### config.mk
export PLATFORM = sky130hd
export DESIGN_NAME = port_csr0
export DESIGN_NICKNAME = d
export VERILOG_FILES = /design/src/port_csr_pkg.sv /design/src/csr_event_if.sv /design/src/csr_event_gen.sv /design/src/port_csr0.sv
export SDC_FILE = /design/constraint.sdc
export NUM_CORES = 1
export LEC_CHECK = 0
export BUFFER_PORTS_ARGS = -buffer_cell sky130_fd_sc_hd__clkbuf_2
export CAP_MARGIN = 0
export CORE_MARGIN = 10
export CORE_UTILIZATION = 43
export DETAILED_ROUTE_END_ITERATION = 10
export PLACE_DENSITY_LB_ADDON = 0.08
export SYNTH_ARGS = -nofsm -noshare
export SYNTH_HDL_FRONTEND = slang
export SYNTH_HIERARCHICAL = 1
export SYNTH_SLANG_ARGS = --single-unit
### constraint.sdc
create_clock -name clk_i -period 1.75 [get_ports clk_i]
set_input_delay 0.175 -clock clk_i [delete_from_list [all_inputs] [get_ports clk_i]]
set_output_delay 0.175 -clock clk_i [all_outputs]
set_load 0.1 [all_outputs]
### src/port_csr_pkg.sv
package port_csr_pkg;

  // ==========================================================================
  // Register layout
  localparam int unsigned REG_WIDTH      = 16;
  localparam int unsigned CMD_WIDTH      = 4;
  localparam int unsigned BIT_STATUS_ERR = 15;
  localparam int unsigned BIT_CMD_ERR    = 14;
  localparam int unsigned BIT_RX_RING    = 13;
  localparam int unsigned BIT_TX_RING    = 12;
  localparam int unsigned BIT_CMD_DONE   = 11;
  localparam int unsigned BIT_NO_RX_BUF  = 10;
  localparam int unsigned BIT_STATE_CHG  = 8;
  localparam int unsigned BIT_ZERO_HI    = 9;
  localparam int unsigned BIT_SUMMARY    = 7;
  localparam int unsigned BIT_IRQ_EN     = 6;
  localparam int unsigned BIT_SOFT_RST   = 5;
  localparam int unsigned FLAG_HI        = 15;
  localparam int unsigned FLAG_LO        = 8;
  localparam int unsigned NUM_FLAGS      = 8;

  // Byte-write low and high strobes
  localparam int unsigned LANE_LO = 0;
  localparam int unsigned LANE_HI = 1;

  // ==========================================================================
  // Command codes
  localparam logic [3:0] CMD_NOOP      = 4'h0;
  localparam logic [3:0] CMD_POLL      = 4'h8;
  localparam logic [3:0] CMD_LAST_REAL = 4'h8;

  localparam logic [15:0] RESET_WORD   = 16'h0000;
  localparam logic [7:0]  FLAGS_CLEAR  = 8'h00;
  localparam logic [7:0]  FLAG_DONE_ONLY = 8'h08;

  // Operating states reported in the second register
  typedef enum logic [2:0] {
    ST_RESET,
    ST_PRIMARY_LOAD,
    ST_READY,
    ST_RUNNING,
    ST_BUS_HALTED,
    ST_LINK_HALTED,
    ST_FULL_HALTED
  } op_state_t;

endpackage : port_csr_pkg

### src/csr_event_if.sv
`timescale 1ns/10ps
interface csr_event_if;
  import port_csr_pkg::*;
  logic [NUM_FLAGS-1:0] set_req;
  logic                 rbu_armed;
  logic                 poll_seen;
  modport source (output set_req, output rbu_armed, input poll_seen);
  modport sink   (input set_req, input rbu_armed, output poll_seen);
endinterface : csr_event_if

### src/csr_event_gen.sv
`timescale 1ns/10ps
module csr_event_gen
  import port_csr_pkg::*;
(
  input  wire logic        clk_i,
  input  wire logic        reset_i,
  input  wire logic        soft_reset_i,
  input  wire logic        status_err_i,
  input  wire logic        cmd_fail_i,
  input  wire logic        rx_posted_i,
  input  wire logic        tx_suspend_i,
  input  wire logic        cmd_complete_i,
  input  wire logic [3:0]  cmd_code_i,
  input  wire logic        rx_dropped_i,
  input  wire logic        fatal_err_i,
  input  wire op_state_t   state_i,
  input  wire logic        boot_req_i,
  input  wire logic        load_xfer_i,
  csr_event_if.source      ev
);
  logic rbu_armed;
  logic next_rbu_armed;
  logic fatal_ok;

  // ==========================================================================
  // Event decode
  always_comb begin
    fatal_ok = (state_i == ST_READY) || (state_i == ST_RUNNING) ||
               (state_i == ST_BUS_HALTED) || (state_i == ST_LINK_HALTED);
    ev.set_req = FLAGS_CLEAR;
    ev.set_req[BIT_STATUS_ERR-FLAG_LO] = status_err_i;                              // [RULE5]
    ev.set_req[BIT_CMD_ERR-FLAG_LO]    = cmd_fail_i;                                // [RULE6]
    ev.set_req[BIT_RX_RING-FLAG_LO]    = rx_posted_i;                               // [RULE7]
    ev.set_req[BIT_TX_RING-FLAG_LO]    = tx_suspend_i;                              // [RULE8]
    ev.set_req[BIT_CMD_DONE-FLAG_LO]   = cmd_complete_i && (cmd_code_i != CMD_NOOP); // [RULE9]
    ev.set_req[BIT_NO_RX_BUF-FLAG_LO]  = rx_dropped_i && rbu_armed;                 // [RULE10]
    ev.set_req[BIT_STATE_CHG-FLAG_LO]  = (fatal_err_i && fatal_ok) ||                // [RULE12]
                                         (boot_req_i && state_i != ST_PRIMARY_LOAD) || // [RULE13]
                                         (load_xfer_i && state_i == ST_PRIMARY_LOAD);
    ev.rbu_armed = rbu_armed;
  end

  // Disarm after one report; a poll demand re-arms
  always_comb begin
    next_rbu_armed = rbu_armed;
    if (rx_dropped_i && rbu_armed) begin
      next_rbu_armed = 1'b0;                                                         // [RULE11]
    end
    if (ev.poll_seen) begin
      next_rbu_armed = 1'b1;                                                         // [RULE11]
    end
    if (soft_reset_i) begin
      next_rbu_armed = 1'b1;
    end
  end

  always_ff @(posedge clk_i) begin
    if (reset_i) begin
      rbu_armed <= 1'b1;
    end else begin
      rbu_armed <= next_rbu_armed;
    end
  end
endmodule : csr_event_gen

### src/port_csr0.sv
`timescale 1ns/10ps
// Summary of operation
// (RULE1) Four host command/status registers; this block holds the first one.
// (RULE2) Flags 15..10 and 8 readable; writing one clears, zero leaves.
// (RULE3) Summary bit 7 is read-only; writes ignored.
// (RULE4) Soft reset bit 5 is write-only and reads zero.
// (RULE5) Status error flag sets on internal status error; cleared by host.
// (RULE6) Command error flag sets on function error or bus timeout.
// (RULE7) Receive ring flag sets when messages placed on receive ring.
// (RULE8) Transmit ring flag sets when transmission suspends.
// (RULE9) Done flag sets on each completed command except no-op; here only code 0000 is excepted, reserved codes still set it.
// (RULE10) No-buffer flag sets when a message is dropped for lack of buffer.
// (RULE11) No-buffer flag re-arms only after a poll demand; soft reset also re-arms it here.
// (RULE12) State change flag sets on fatal error into fully halted.
// (RULE13) State change flag sets entering and leaving primary load via boot.
// (RULE14) Current operating state reported for the second register.
// (RULE15) Summary bit is OR of bits 15..8.
// (RULE16) Interrupt enable is host read/write, never touched by device.
// (RULE17) A write toggling interrupt enable does not load the command field.
// (RULE18) Host issues command and enable change in separate writes.
// (RULE19) Soft reset restores power-up state, then done and summary read one; the command field keeps its value here.
// (RULE20) Code 1000 polls rings; receive polled only without a held buffer.
// (RULE21) Reserved command codes act as no-ops.
// (RULE22) Bits 9 and 4 read zero; flags and controls clear at power-up.
// (RULE23) Interrupt request is summary AND enable.
module port_csr0
  import port_csr_pkg::*;
(
  input  wire logic                 clk_i,
  input  wire logic                 reset_i,
  input  wire logic                 wr_i,
  input  wire logic [1:0]           byte_en_i,
  input  wire logic [REG_WIDTH-1:0] wdata_i,
  input  wire logic                 status_err_i,
  input  wire logic                 cmd_fail_i,
  input  wire logic                 rx_posted_i,
  input  wire logic                 tx_suspend_i,
  input  wire logic                 cmd_complete_i,
  input  wire logic                 rx_dropped_i,
  input  wire logic                 fatal_err_i,
  input  wire logic                 boot_req_i,
  input  wire logic                 load_xfer_i,
  input  wire logic                 rx_buf_held_i,
  input  wire logic                 status_read_clear_i,
  output logic [REG_WIDTH-1:0]      rdata_o,
  output logic                      irq_o,
  output logic [CMD_WIDTH-1:0]      cmd_code_o,
  output logic                      cmd_valid_o,
  output logic                      poll_tx_o,
  output logic                      poll_rx_o,
  output logic                      soft_reset_o,
  output op_state_t                 state_o
);

  // ==========================================================================
  // State
  logic [NUM_FLAGS-1:0] flags;
  logic [NUM_FLAGS-1:0] next_flags;
  logic                 irq_enable_bit;
  logic                 next_irq_enable_bit;
  logic [CMD_WIDTH-1:0] cmd;
  logic [CMD_WIDTH-1:0] next_cmd;
  logic                 cmd_valid;
  logic                 next_cmd_valid;
  logic                 poll_tx;
  logic                 next_poll_tx;
  logic                 poll_rx;
  logic                 next_poll_rx;
  logic                 soft_rst;
  logic                 next_soft_rst;
  logic                 post_reset;
  logic                 next_post_reset;
  op_state_t            state;
  op_state_t            next_state;
  logic [REG_WIDTH-1:0] rdata;
  logic [REG_WIDTH-1:0] next_rdata;
  logic                 irq;
  logic                 next_irq;
  logic                 irq_summary;
  logic                 lo_wr;
  logic                 hi_wr;
  logic                 en_toggle;
  logic                 cmd_take;

  csr_event_if ev ();

  csr_event_gen u_events (
    .clk_i          (clk_i),
    .reset_i        (reset_i),
    .soft_reset_i   (soft_rst),
    .status_err_i   (status_err_i),
    .cmd_fail_i     (cmd_fail_i),
    .rx_posted_i    (rx_posted_i),
    .tx_suspend_i   (tx_suspend_i),
    .cmd_complete_i (cmd_complete_i),
    .cmd_code_i     (cmd),
    .rx_dropped_i   (rx_dropped_i),
    .fatal_err_i    (fatal_err_i),
    .state_i        (state),
    .boot_req_i     (boot_req_i),
    .load_xfer_i    (load_xfer_i),
    .ev             (ev.source)
  );

  // Real codes only; reserved ones degrade to no-op
  function automatic logic [CMD_WIDTH-1:0] decode_cmd(input logic [CMD_WIDTH-1:0] code);
    if ((code > CMD_LAST_REAL) || (code[2:1] == 2'b11)) begin
      decode_cmd = CMD_NOOP;                                                         // [RULE21]
    end else begin
      decode_cmd = code;
    end
  endfunction : decode_cmd

  // ==========================================================================
  // Write decode
  always_comb begin
    lo_wr       = wr_i && byte_en_i[LANE_LO];
    hi_wr       = wr_i && byte_en_i[LANE_HI];
    irq_summary = |flags;                                                            // [RULE15]
    en_toggle   = lo_wr && (wdata_i[BIT_IRQ_EN] != irq_enable_bit);                  // [RULE17]
    cmd_take    = lo_wr && !en_toggle;                                               // [RULE17]
  end

  // ==========================================================================
  // Flags: set wins over write-one-clear
  always_comb begin
    next_flags = flags;
    if (hi_wr) begin
      for (int i = 0; i < NUM_FLAGS; i++) begin
        if (wdata_i[FLAG_LO + i] && (i != BIT_STATUS_ERR - FLAG_LO)) begin
          next_flags[i] = 1'b0;                                                      // [RULE2]
        end
      end
    end
    if (status_read_clear_i) begin
      next_flags[BIT_STATUS_ERR-FLAG_LO] = 1'b0;                                     // [RULE5]
    end
    if (hi_wr && wdata_i[BIT_STATUS_ERR]) begin
      next_flags[BIT_STATUS_ERR-FLAG_LO] = 1'b0;                                     // [RULE2]
    end
    next_flags = next_flags | ev.set_req;
    next_flags[BIT_ZERO_HI-FLAG_LO] = 1'b0;                                          // [RULE22]
    if (soft_rst) begin
      next_flags = FLAG_DONE_ONLY;                                                   // [RULE19]
    end
  end

  // ==========================================================================
  // Controls and command
  always_comb begin
    next_irq_enable_bit = irq_enable_bit;
    next_cmd            = cmd;
    next_cmd_valid      = 1'b0;
    next_poll_tx        = 1'b0;
    next_poll_rx        = 1'b0;
    next_soft_rst       = lo_wr && wdata_i[BIT_SOFT_RST];                            // [RULE19]
    next_post_reset     = soft_rst;
    ev.poll_seen        = 1'b0;
    if (lo_wr) begin
      next_irq_enable_bit = wdata_i[BIT_IRQ_EN];                                     // [RULE16]
    end
    if (cmd_take && !wdata_i[BIT_SOFT_RST]) begin
      next_cmd       = wdata_i[CMD_WIDTH-1:0];
      next_cmd_valid = decode_cmd(wdata_i[CMD_WIDTH-1:0]) != CMD_NOOP;               // [RULE21]
      if (decode_cmd(wdata_i[CMD_WIDTH-1:0]) == CMD_POLL) begin
        next_poll_tx = 1'b1;                                                         // [RULE20]
        next_poll_rx = !rx_buf_held_i;                                               // [RULE20]
        ev.poll_seen = 1'b1;                                                         // [RULE11]
      end
    end
    if (soft_rst) begin
      next_irq_enable_bit = 1'b0;
      next_cmd_valid      = 1'b0;
    end
  end

  // ==========================================================================
  // Operating state
  always_comb begin
    next_state = state;
    case (state)
      ST_PRIMARY_LOAD: begin
        if (load_xfer_i) begin
          next_state = ST_READY;                                                     // [RULE13]
        end
      end
      ST_RESET, ST_FULL_HALTED: begin
        if (boot_req_i) begin
          next_state = ST_PRIMARY_LOAD;
        end else if (state == ST_RESET) begin
          next_state = ST_READY;
        end
      end
      default: begin
        if (fatal_err_i) begin
          next_state = ST_FULL_HALTED;                                               // [RULE12]
        end else if (boot_req_i) begin
          next_state = ST_PRIMARY_LOAD;                                              // [RULE13]
        end
      end
    endcase
    if (soft_rst) begin
      next_state = ST_RESET;
    end
  end

  // ==========================================================================
  // Read image and interrupt
  always_comb begin
    next_rdata = RESET_WORD;
    next_rdata[FLAG_HI:FLAG_LO] = next_flags;                                        // [RULE2]
    next_rdata[BIT_SUMMARY]     = |next_flags;                                       // [RULE3] [RULE15]
    next_rdata[BIT_IRQ_EN]      = next_irq_enable_bit;                               // [RULE16]
    next_rdata[BIT_SOFT_RST]    = 1'b0;                                              // [RULE4]
    next_rdata[CMD_WIDTH-1:0]   = next_cmd;
    next_irq = (|next_flags) && next_irq_enable_bit;                                 // [RULE23]
  end

  always_ff @(posedge clk_i) begin
    if (reset_i) begin
      flags          <= FLAGS_CLEAR;                                                 // [RULE22]
      irq_enable_bit <= 1'b0;
      cmd            <= '0;
      cmd_valid      <= 1'b0;
      poll_tx        <= 1'b0;
      poll_rx        <= 1'b0;
      soft_rst       <= 1'b0;
      post_reset     <= 1'b0;
      state          <= ST_RESET;
      rdata          <= RESET_WORD;
      irq            <= 1'b0;
    end else begin
      flags          <= next_flags;
      irq_enable_bit <= next_irq_enable_bit;
      cmd            <= next_cmd;
      cmd_valid      <= next_cmd_valid;
      poll_tx        <= next_poll_tx;
      poll_rx        <= next_poll_rx;
      soft_rst       <= next_soft_rst;
      post_reset     <= next_post_reset;
      state          <= next_state;
      rdata          <= next_rdata;
      irq            <= next_irq;
    end
  end

  // Outputs straight from flops; state feeds second register [RULE14]
  assign rdata_o      = rdata;                                                       // [RULE1]
  assign irq_o        = irq;
  assign cmd_code_o   = cmd;
  assign cmd_valid_o  = cmd_valid;
  assign poll_tx_o    = poll_tx;
  assign poll_rx_o    = poll_rx;
  assign soft_reset_o = soft_rst;
  assign state_o      = state;

endmodule : port_csr0

==> results of run 1 <==
-- area by class of cell --
type	count	area share [%]
well taps	28	2.67
inverters	6	1.71
repair buffers	53	20.2
flip-flops and latches	22	34.3
clock buffers	4	2.76
multi-input cells	79	38.4
-- metrics by stage --
stage / util, % / setup slack [ns] / instance area [um2] / hold slack, ns
after CTS: 57.7 / 0.160 / 1310 / 0.0180
after floorplan: - / 0.0165 / 1080 / 0.245
after global placement: 56.1 / 0.204 / 1280 / 0.345
after global routing: 57.7 / 0.104 / 1310 / 0.00113
after detailed placement: 56.1 / 0.178 / 1280 / 0.348
final: 57.7 / 0.179 / 1310 / 0.0284
-- worst min-delay path by stage --
stage                        startpoint        end  slack, ns
after floorplan           rx_buf_held_i  poll_rx_o       0.24
after detailed placement  rx_buf_held_i  poll_rx_o       0.35
after global routing      rx_buf_held_i  poll_rx_o      0.001
after global placement    rx_buf_held_i  poll_rx_o       0.35
after CTS                 rx_buf_held_i  poll_rx_o       0.02
final                     rx_buf_held_i  poll_rx_o       0.03
-- sequential cells by signal (all words and copies together) (netlist names) --
register               flops
rdata_o                    3
irq_o                      1
flags                      7
state_o                    3
u_events/ev.rbu_armed      1
cmd_valid_o                1
poll_tx_o                  1
cmd_code_o                 3
poll_rx_o                  1
soft_reset_o               1
-- power by group through the flow --
stage / combinational [uW] / clock, uW / sequential [uW]
6_report: 428 / 268 / 561
5_1_grt: 453 / 310 / 569
4_1_cts: 431 / 282 / 562
3_5_place_dp: 430 / 0 / 574
3_3_place_gp: 426 / 0 / 572
2_1_floorplan: 166 / 0 / 762
-- worst reg2reg max path, stage by stage (launching register included) --
cell,delay [ns]
dfxtp_2,0.38
or4b_1,0.52
o41ai_1,0.10
a21oi_2,0.04
a21oi_1,0.17
a31o_2,0.20
a21oi_1,0.06
-- layout by cell type (no fill, tap or decap), types with 5 or more instances in the layout --
master,n
a21oi_1,10
clkbuf_2,53
dfxtp_1,16
dfxtp_2,5
inv_1,6
mux2i_1,5
nand3_1,8
nor2_1,19
-- metal layers --
layer,GRT usage (%),up-vias,wire (um)
li1,-,499,-
met1,13.1,420,1250
met2,16.0,39,1110
met3,4.85,2,267
met4,3.91,0,17
met5,0,-,0
==> impl_metrics.env, run 1 <==
export IMPL_pwr_share_clk_pct=21.3
export IMPL_rsz0062_at_grt="false"
export IMPL_slew_violations=0
export IMPL_vias=960
export IMPL_cts_htree_levels=1
export IMPL_startpoint="state_o[2]"
export IMPL_p_sw_share_pct=40.3
export IMPL_grt_usage_pct=10.7
export IMPL_cpLargestDelayFamily="compound AO/OA/AOI/OAI gates"
export IMPL_rows=17
export IMPL_cts_path_max_buffers=2
export IMPL_dpl_hpwl_um=2210
export IMPL_fin_skew_ns=0.00239
export IMPL_overflow=0
export IMPL_r2r_end="rdata_o[7]"
export IMPL_total_power_uw=1260
export IMPL_final_layout_size_suffix_gt1_share_pct=45.1
export IMPL_setup_violations=0
export IMPL_drtPass1Iterations=4
export IMPL_hold_path_class="input port to register"
export IMPL_syn_to_final_growth_pct=23.2
export IMPL_io_pins=60
export IMPL_worst_path_max_delay_cell="or4b_1"
export IMPL_post_cts_buffers=0
export IMPL_drc=0
export IMPL_p_leak_uw=0.000645
export IMPL_place_congestion=0.715
export IMPL_initial_core_util_pct=46.8
export IMPL_grt_pass1_vias=998
export IMPL_antenna_found_initial=0
export IMPL_cp_arrival_ns=1.76
export IMPL_postCtsHoldBufs=0
export IMPL_drv_cap=0
export IMPL_intPower_uw=751
export IMPL_die_h_um=69.8
export IMPL_min_period_over_period_pct=89.8
export IMPL_switchingPower_uw=507
export IMPL_tritoncts="yes"
export IMPL_cp_endpoint="rdata_o[7]"
export IMPL_via_per_inst=5.00
export IMPL_fin_crit_ns=1.57
export IMPL_root_buffer="clkbuf_4"
export IMPL_syn_cell_area_mm2=0.00107
export IMPL_worstPathCellList="or4b_1 > o41ai_1 > a21oi_2 > a21oi_1 > a31o_2 > a21oi_1"
export IMPL_cts_buffers_inserted=3
export IMPL_diodes=0
export IMPL_status="complete, no violations"
export IMPL_grt_max_degree=13
export IMPL_rr_startpoint="state_o[2]"
export IMPL_reg2reg_slack_ns=0.18
export IMPL_drt_total_wl_um=2650
export IMPL_die_w_um=69.8
export IMPL_core_area_mm2=0.00228
export IMPL_seqPwrFrac_pct=44.6
export IMPL_tns_ns=0
export IMPL_p_per_area_mw_per_mm2=957
export IMPL_numClockSinks=22
export IMPL_clock_fmax_mhz=637
export IMPL_r2r_worst_path_cells=6
export IMPL_yosys_warnings=6
export IMPL_worstPathRequired_ns=1.94
export IMPL_nFillCells=216
export IMPL_worst_pin_slew_ns=0.548
export IMPL_multi_input_area_um2=504
export IMPL_synth_area_per_cell_um2=8.88
export IMPL_wl_per_cell_um=13.8
export IMPL_slowest_delay_ns=0.52
export IMPL_critPathCaptureType="register"
export IMPL_fin_nets=197
export IMPL_ant_nets=0
export IMPL_clk_pin_slew_worst_paths_ns=0.12
export IMPL_crit_buf_inv=0
export IMPL_dieArea_mm2=0.00487
export IMPL_peakVddDrop_v=0.000429
export IMPL_grt_pass1_wl_um=4490
export IMPL_whs_path_depth=2
export IMPL_worst_path_stages=6
export IMPL_dp_cells=188
export IMPL_worstPathMaxFanout=10
export IMPL_p_comb_share_pct=34.0
export IMPL_netlist_instances=120
export IMPL_seq_area_um2=450
export IMPL_crit_top_cell="a21oi_1"
export IMPL_crit_type="register to register"
export IMPL_worstSkewPairLatency_ns=0.29
export IMPL_initialDrtViolationCount=25
export IMPL_final_cells=192
export IMPL_critPathLaunchType="register"
export IMPL_hold_viol=0
export IMPL_relSlewSlack_pct=63.6
export IMPL_port_buffers=53
export IMPL_post_cts_resized=0
Note: power is estimated with default switching activity, not from simulation.
==> run 2: changes to the inputs <==
--- a/config.mk
+++ b/config.mk
@@ -7,10 +7,9 @@
 export LEC_CHECK = 0
 export BUFFER_PORTS_ARGS = -buffer_cell sky130_fd_sc_hd__clkbuf_2
 export CAP_MARGIN = 0
-export CORE_MARGIN = 10
 export CORE_UTILIZATION = 43
 export DETAILED_ROUTE_END_ITERATION = 10
-export PLACE_DENSITY_LB_ADDON = 0.08
+export PLACE_DENSITY = 0.86
 export SYNTH_ARGS = -nofsm -noshare
 export SYNTH_HDL_FRONTEND = slang
 export SYNTH_HIERARCHICAL = 1
==> impl_metrics.env, run 2 (same netlist as run 1, synthesis figures left out) <==
export IMPL_status="complete, no violations"
export IMPL_ant_nets=0
export IMPL_final_common_cell="clkbuf_2"
export IMPL_layout_common_cells="53 x clkbuf_2, 19 x nor2_1, 16 x dfxtp_1"
export IMPL_grt_usage_pct=17.9
export IMPL_dpl_hpwl_um=1780
export IMPL_cts_path_max_buffers=2
export IMPL_grt_max_degree=14
export IMPL_min_period_over_period_pct=91.2
export IMPL_cts_htree_levels=1
export IMPL_worstPathMaxFanout=10
export IMPL_io_pins=60
export IMPL_initial_core_util_pct=46.8
export IMPL_grt_pass1_vias=845
export IMPL_clock_fmax_mhz=627
export IMPL_fin_skew_ns=0.00622
export IMPL_top_register="flags"
export IMPL_largest_register_ffs=7
export IMPL_grt_pass1_wl_um=3550
export IMPL_worstSkewPairLatency_ns=0.30
export IMPL_syn_to_final_growth_pct=25.2
export IMPL_cp_arrival_ns=1.79
export IMPL_slew_violations=0
export IMPL_drt_total_wl_um=2260
export IMPL_relSlewSlack_pct=63.9
export IMPL_fin_crit_ns=1.60
export IMPL_fin_util_pct=58.7
export IMPL_antenna_found_initial=0
export IMPL_crit_type="register to register"
export IMPL_hold_path_class="input port to register"
export IMPL_finalInstanceArea_mm2=0.00134
export IMPL_p_leak_uw=0.000654
export IMPL_cts_buffers_inserted=3
export IMPL_overflow=0
export IMPL_core_area_mm2=0.00228
export IMPL_setup_violations=0
export IMPL_numClockSinks=22
export IMPL_vias=970
export IMPL_drtPass1Iterations=4
export IMPL_drv_cap=0
export IMPL_peakVddDrop_v=0.000571
export IMPL_placed_cell_area_mm2=0.00128
export IMPL_via_per_inst=5.03
export IMPL_critPathCaptureType="register"
export IMPL_final_layout_size_suffix_gt1_share_pct=44.8
export IMPL_die_w_um=51.8
export IMPL_final_cells=193
export IMPL_root_buffer="clkbuf_4"
export IMPL_worst_pin_slew_ns=0.543
export IMPL_tritoncts="yes"
export IMPL_port_buffers=53
export IMPL_dp_cells=188
export IMPL_rsz0062_at_grt="false"
export IMPL_total_power_uw=1320
export IMPL_tns_ns=0
export IMPL_wl_per_cell_um=11.7
export IMPL_diodes=0
export IMPL_dieArea_mm2=0.00268
export IMPL_critPathLaunchType="register"
export IMPL_worstPathRequired_ns=1.94
export IMPL_initialDrtViolationCount=8
export IMPL_hold_viol=0
export IMPL_fin_nets=198
export IMPL_drc=0
export IMPL_die_h_um=51.8
export IMPL_place_congestion=0.757
export IMPL_post_cts_buffers=0
export IMPL_rows=17
export IMPL_p_per_area_mw_per_mm2=986
export IMPL_clk_pin_slew_worst_paths_ns=0.11
## run 2: changes by cell type in the layout (fill, tap and decap cells not counted), sizes merged
| cell | delta |
|---|---|
| dlygate4sd3 | +1 |
## run 2: path summary, 6_finish.rpt
kind	from	endpoint	slack, ns	depth (start not counted)
setup / recovery	state_o[2]	rdata_o[7]	0.15	6
hold / removal	rx_dropped_i	u_events/ev.rbu_armed	0.08	2
setup reg to reg	state_o[2]	rdata_o[7]	0.15	6
hold reg to reg	u_events/ev.rbu_armed	u_events/ev.rbu_armed	0.50	2
## run 2: layer usage
metal | vias up | share of wire, % | global-route usage (%)
li1 | 499 | - | -
met1 | 434 | 45 | 21.7
met2 | 35 | 49 | 31.0
met3 | 2 | 5.2 | 5.26
met4 | 0 | 0.44 | 4.05
met5 | - | 0 | 0
## run 2: power by group
group	switching (uW)	leakage, uW	internal [uW]
sequential	30.8	0.000184	533
combinational	335	0.000444	92.8
clock	151	0.0000261	174
total	517	0.000654	800
## run 2: timing repair
| item | in CTS | in global routing |
|---|---|---|
| hold endpoints to repair | 0 | 1 |
| resized for setup | 0 | 0 |
| hold buffers | 0 | 1 |
## run 2: worst max-delay path: stages (launching register included)
cell	delay [ns]
dfxtp_2	0.39
or4b_1	0.52
o41ai_1	0.10
a21oi_2	0.05
a21oi_1	0.17
a31o_2	0.20
a21oi_1	0.06
## run 2: final cells by class
type,instances,area (um2)
timing repair buffer,54,275
fill,202,941
tap,28,35.0
inverter,6,22.5
sequential,22,450
clock buffer,4,47.5
multi-input combinational,79,504
## run 2: stage by stage
| stage | setup slack (ns) | hold slack (ns) |
|---|---|---|
| 2_1_floorplan | 0.0165 | 0.245 |
| 3_5_place_dp | 0.184 | 0.353 |
| 4_1_cts | 0.162 | 0.0171 |
| 5_1_grt | 0.0212 | 0.0747 |
| 3_3_place_gp | 0.213 | 0.345 |
| 6_report | 0.154 | 0.0751 |
==> run 3: changes to the inputs <==
--- a/config.mk
+++ b/config.mk
@@ -5,11 +5,14 @@
 export SDC_FILE = /design/constraint.sdc
 export NUM_CORES = 1
 export LEC_CHECK = 0
+export ABC_CLOCK_PERIOD_IN_PS = 1750
 export BUFFER_PORTS_ARGS = -buffer_cell sky130_fd_sc_hd__clkbuf_2
 export CAP_MARGIN = 0
-export CORE_UTILIZATION = 43
+export CELL_PAD_IN_SITES_DETAIL_PLACEMENT = 1
+export CELL_PAD_IN_SITES_GLOBAL_PLACEMENT = 2
+export CORE_UTILIZATION = 23
 export DETAILED_ROUTE_END_ITERATION = 10
-export PLACE_DENSITY = 0.86
+export PLACE_DENSITY = 0.85
 export SYNTH_ARGS = -nofsm -noshare
 export SYNTH_HDL_FRONTEND = slang
 export SYNTH_HIERARCHICAL = 1
==> impl_metrics.env, run 3 (same netlist as run 1, synthesis figures left out) <==
export IMPL_status="complete, no violations"
export IMPL_drt_total_wl_um=2720
export IMPL_r2r_worst_path_cells=6
export IMPL_grt_usage_pct=11.4
export IMPL_final_common_cell="clkbuf_2"
export IMPL_final_layout_size_suffix_gt1_share_pct=45.5
export IMPL_slew_violations=0
export IMPL_worst_path_max_delay_cell="or4b_1"
export IMPL_p_leak_uw=0.000652
export IMPL_diodes=0
export IMPL_cpLargestDelayFamily="compound AO/OA/AOI/OAI gates"
export IMPL_min_to="poll_rx_o"
export IMPL_critPathLaunchType="register"
export IMPL_tritoncts="yes"
export IMPL_clk_pin_slew_worst_paths_ns=0.08
export IMPL_cp_arrival_ns=1.70
export IMPL_tns_ns=0
export IMPL_layout_common_cells="53 x clkbuf_2, 19 x nor2_1, 16 x dfxtp_1"
export IMPL_hold_path_class="input port to register"
export IMPL_critPathCaptureType="register"
export IMPL_postCtsHoldBufs=0
export IMPL_cts_path_max_buffers=2
export IMPL_relSlewSlack_pct=63.3
export IMPL_wl_per_cell_um=12.6
export IMPL_p_per_area_mw_per_mm2=965
export IMPL_total_power_uw=1320
export IMPL_worstPathCellList="or4b_1 > o41ai_1 > a21oi_2 > a21oi_2 > a31o_2 > a21oi_1"
export IMPL_ant_nets=0
export IMPL_whs_path_depth=2
export IMPL_dp_cells=213
export IMPL_worstPathMaxFanout=10
export IMPL_peakVddDrop_v=0.000257
export IMPL_dpl_hpwl_um=2190
export IMPL_grt_pass1_wl_um=4520
export IMPL_dieArea_mm2=0.00491
export IMPL_cts_buffers_inserted=3
export IMPL_crit_type="register to register"
export IMPL_die_w_um=70.1
export IMPL_via_per_inst=4.60
export IMPL_worstPathRequired_ns=1.89
export IMPL_initial_core_util_pct=24.1
export IMPL_crit_top_cell="a21oi_2"
export IMPL_vias=998
export IMPL_numClockSinks=22
export IMPL_clock_fmax_mhz=644
export IMPL_overflow=0
export IMPL_core_area_mm2=0.00441
export IMPL_drtPass1Iterations=4
export IMPL_largest_register_ffs=7
export IMPL_drv_cap=0
export IMPL_r2r_end="rdata_o[7]"
export IMPL_syn_to_final_growth_pct=27.9
export IMPL_root_buffer="clkbuf_8"
export IMPL_reg2reg_slack_ns=0.20
export IMPL_worstHoldStart="rx_buf_held_i"
export IMPL_worstSkewPairLatency_ns=0.26
export IMPL_initialDrtViolationCount=21
export IMPL_setup_violations=0
export IMPL_post_cts_buffers=0
export IMPL_top_register="flags"
export IMPL_place_congestion=0.751
export IMPL_slowest_delay_ns=0.50
export IMPL_final_cells=217
export IMPL_antenna_found_initial=0
export IMPL_drc=0
export IMPL_rows=24
export IMPL_port_buffers=53
export IMPL_fin_skew_ns=0.0106
export IMPL_io_pins=60
export IMPL_grt_max_degree=13
export IMPL_die_h_um=70.1
export IMPL_fin_crit_ns=1.55
export IMPL_post_cts_resized=0
export IMPL_rr_startpoint="state_o[1]"
export IMPL_min_period_over_period_pct=88.7
export IMPL_crit_buf_inv=0
export IMPL_fin_nets=198
export IMPL_cts_htree_levels=1
export IMPL_worst_pin_slew_ns=0.553
export IMPL_hold_viol=0
export IMPL_grt_pass1_vias=926
export IMPL_rsz0062_at_grt="false"
## run 3: per-layer routing
metal	up-vias	part of all wire, %	global-route usage [%]
met2	42	45	17.9
met5	-	0	0
met4	0	0.51	2.67
met1	455	47	15.8
met3	2	7.4	2.74
li1	499	-	-
## run 3: how the worst max path moves through the flow
stage | from | to | slack (ns) | cells after the start
global route | state_o[1] | rdata_o[7] | 0.04 | 6
finish | state_o[1] | rdata_o[7] | 0.20 | 6
detailed placement | state_o[1] | rdata_o[7] | 0.16 | 6
floorplan | state_o[2] | rdata_o[7] | 0.02 | 6
global placement | state_o[1] | rdata_o[7] | 0.20 | 6
CTS | state_o[1] | rdata_o[7] | 0.15 | 6
## run 3: layout make-up
class,instances,area (um2)
well taps,52,65.1
fillers,547,3050
inverters,6,22.5
clock buffers,4,45.0
flip-flops and latches,22,450
repair buffers,54,273
multi-input cells,79,508
## run 3: per-stage QoR
stage	hold slack (ns)	setup WS, ns	utilization (%)	cell area, um2
floorplan	0.245	0.0165	-	1080
global placement	0.345	0.202	29.8	1320
detailed placement	0.349	0.165	29.8	1320
CTS	0.0745	0.147	30.8	1360
global route	0.0759	0.0386	30.9	1360
finish	0.0828	0.198	30.9	1360
## run 3: where the power goes
group | switching [uW] | internal, uW | leakage [uW]
Combinational | 343 | 93.9 | 0.000445
Sequential | 29.2 | 533 | 0.000184
Clock | 155 | 162 | 0.0000228
Total | 527 | 788 | 0.000652
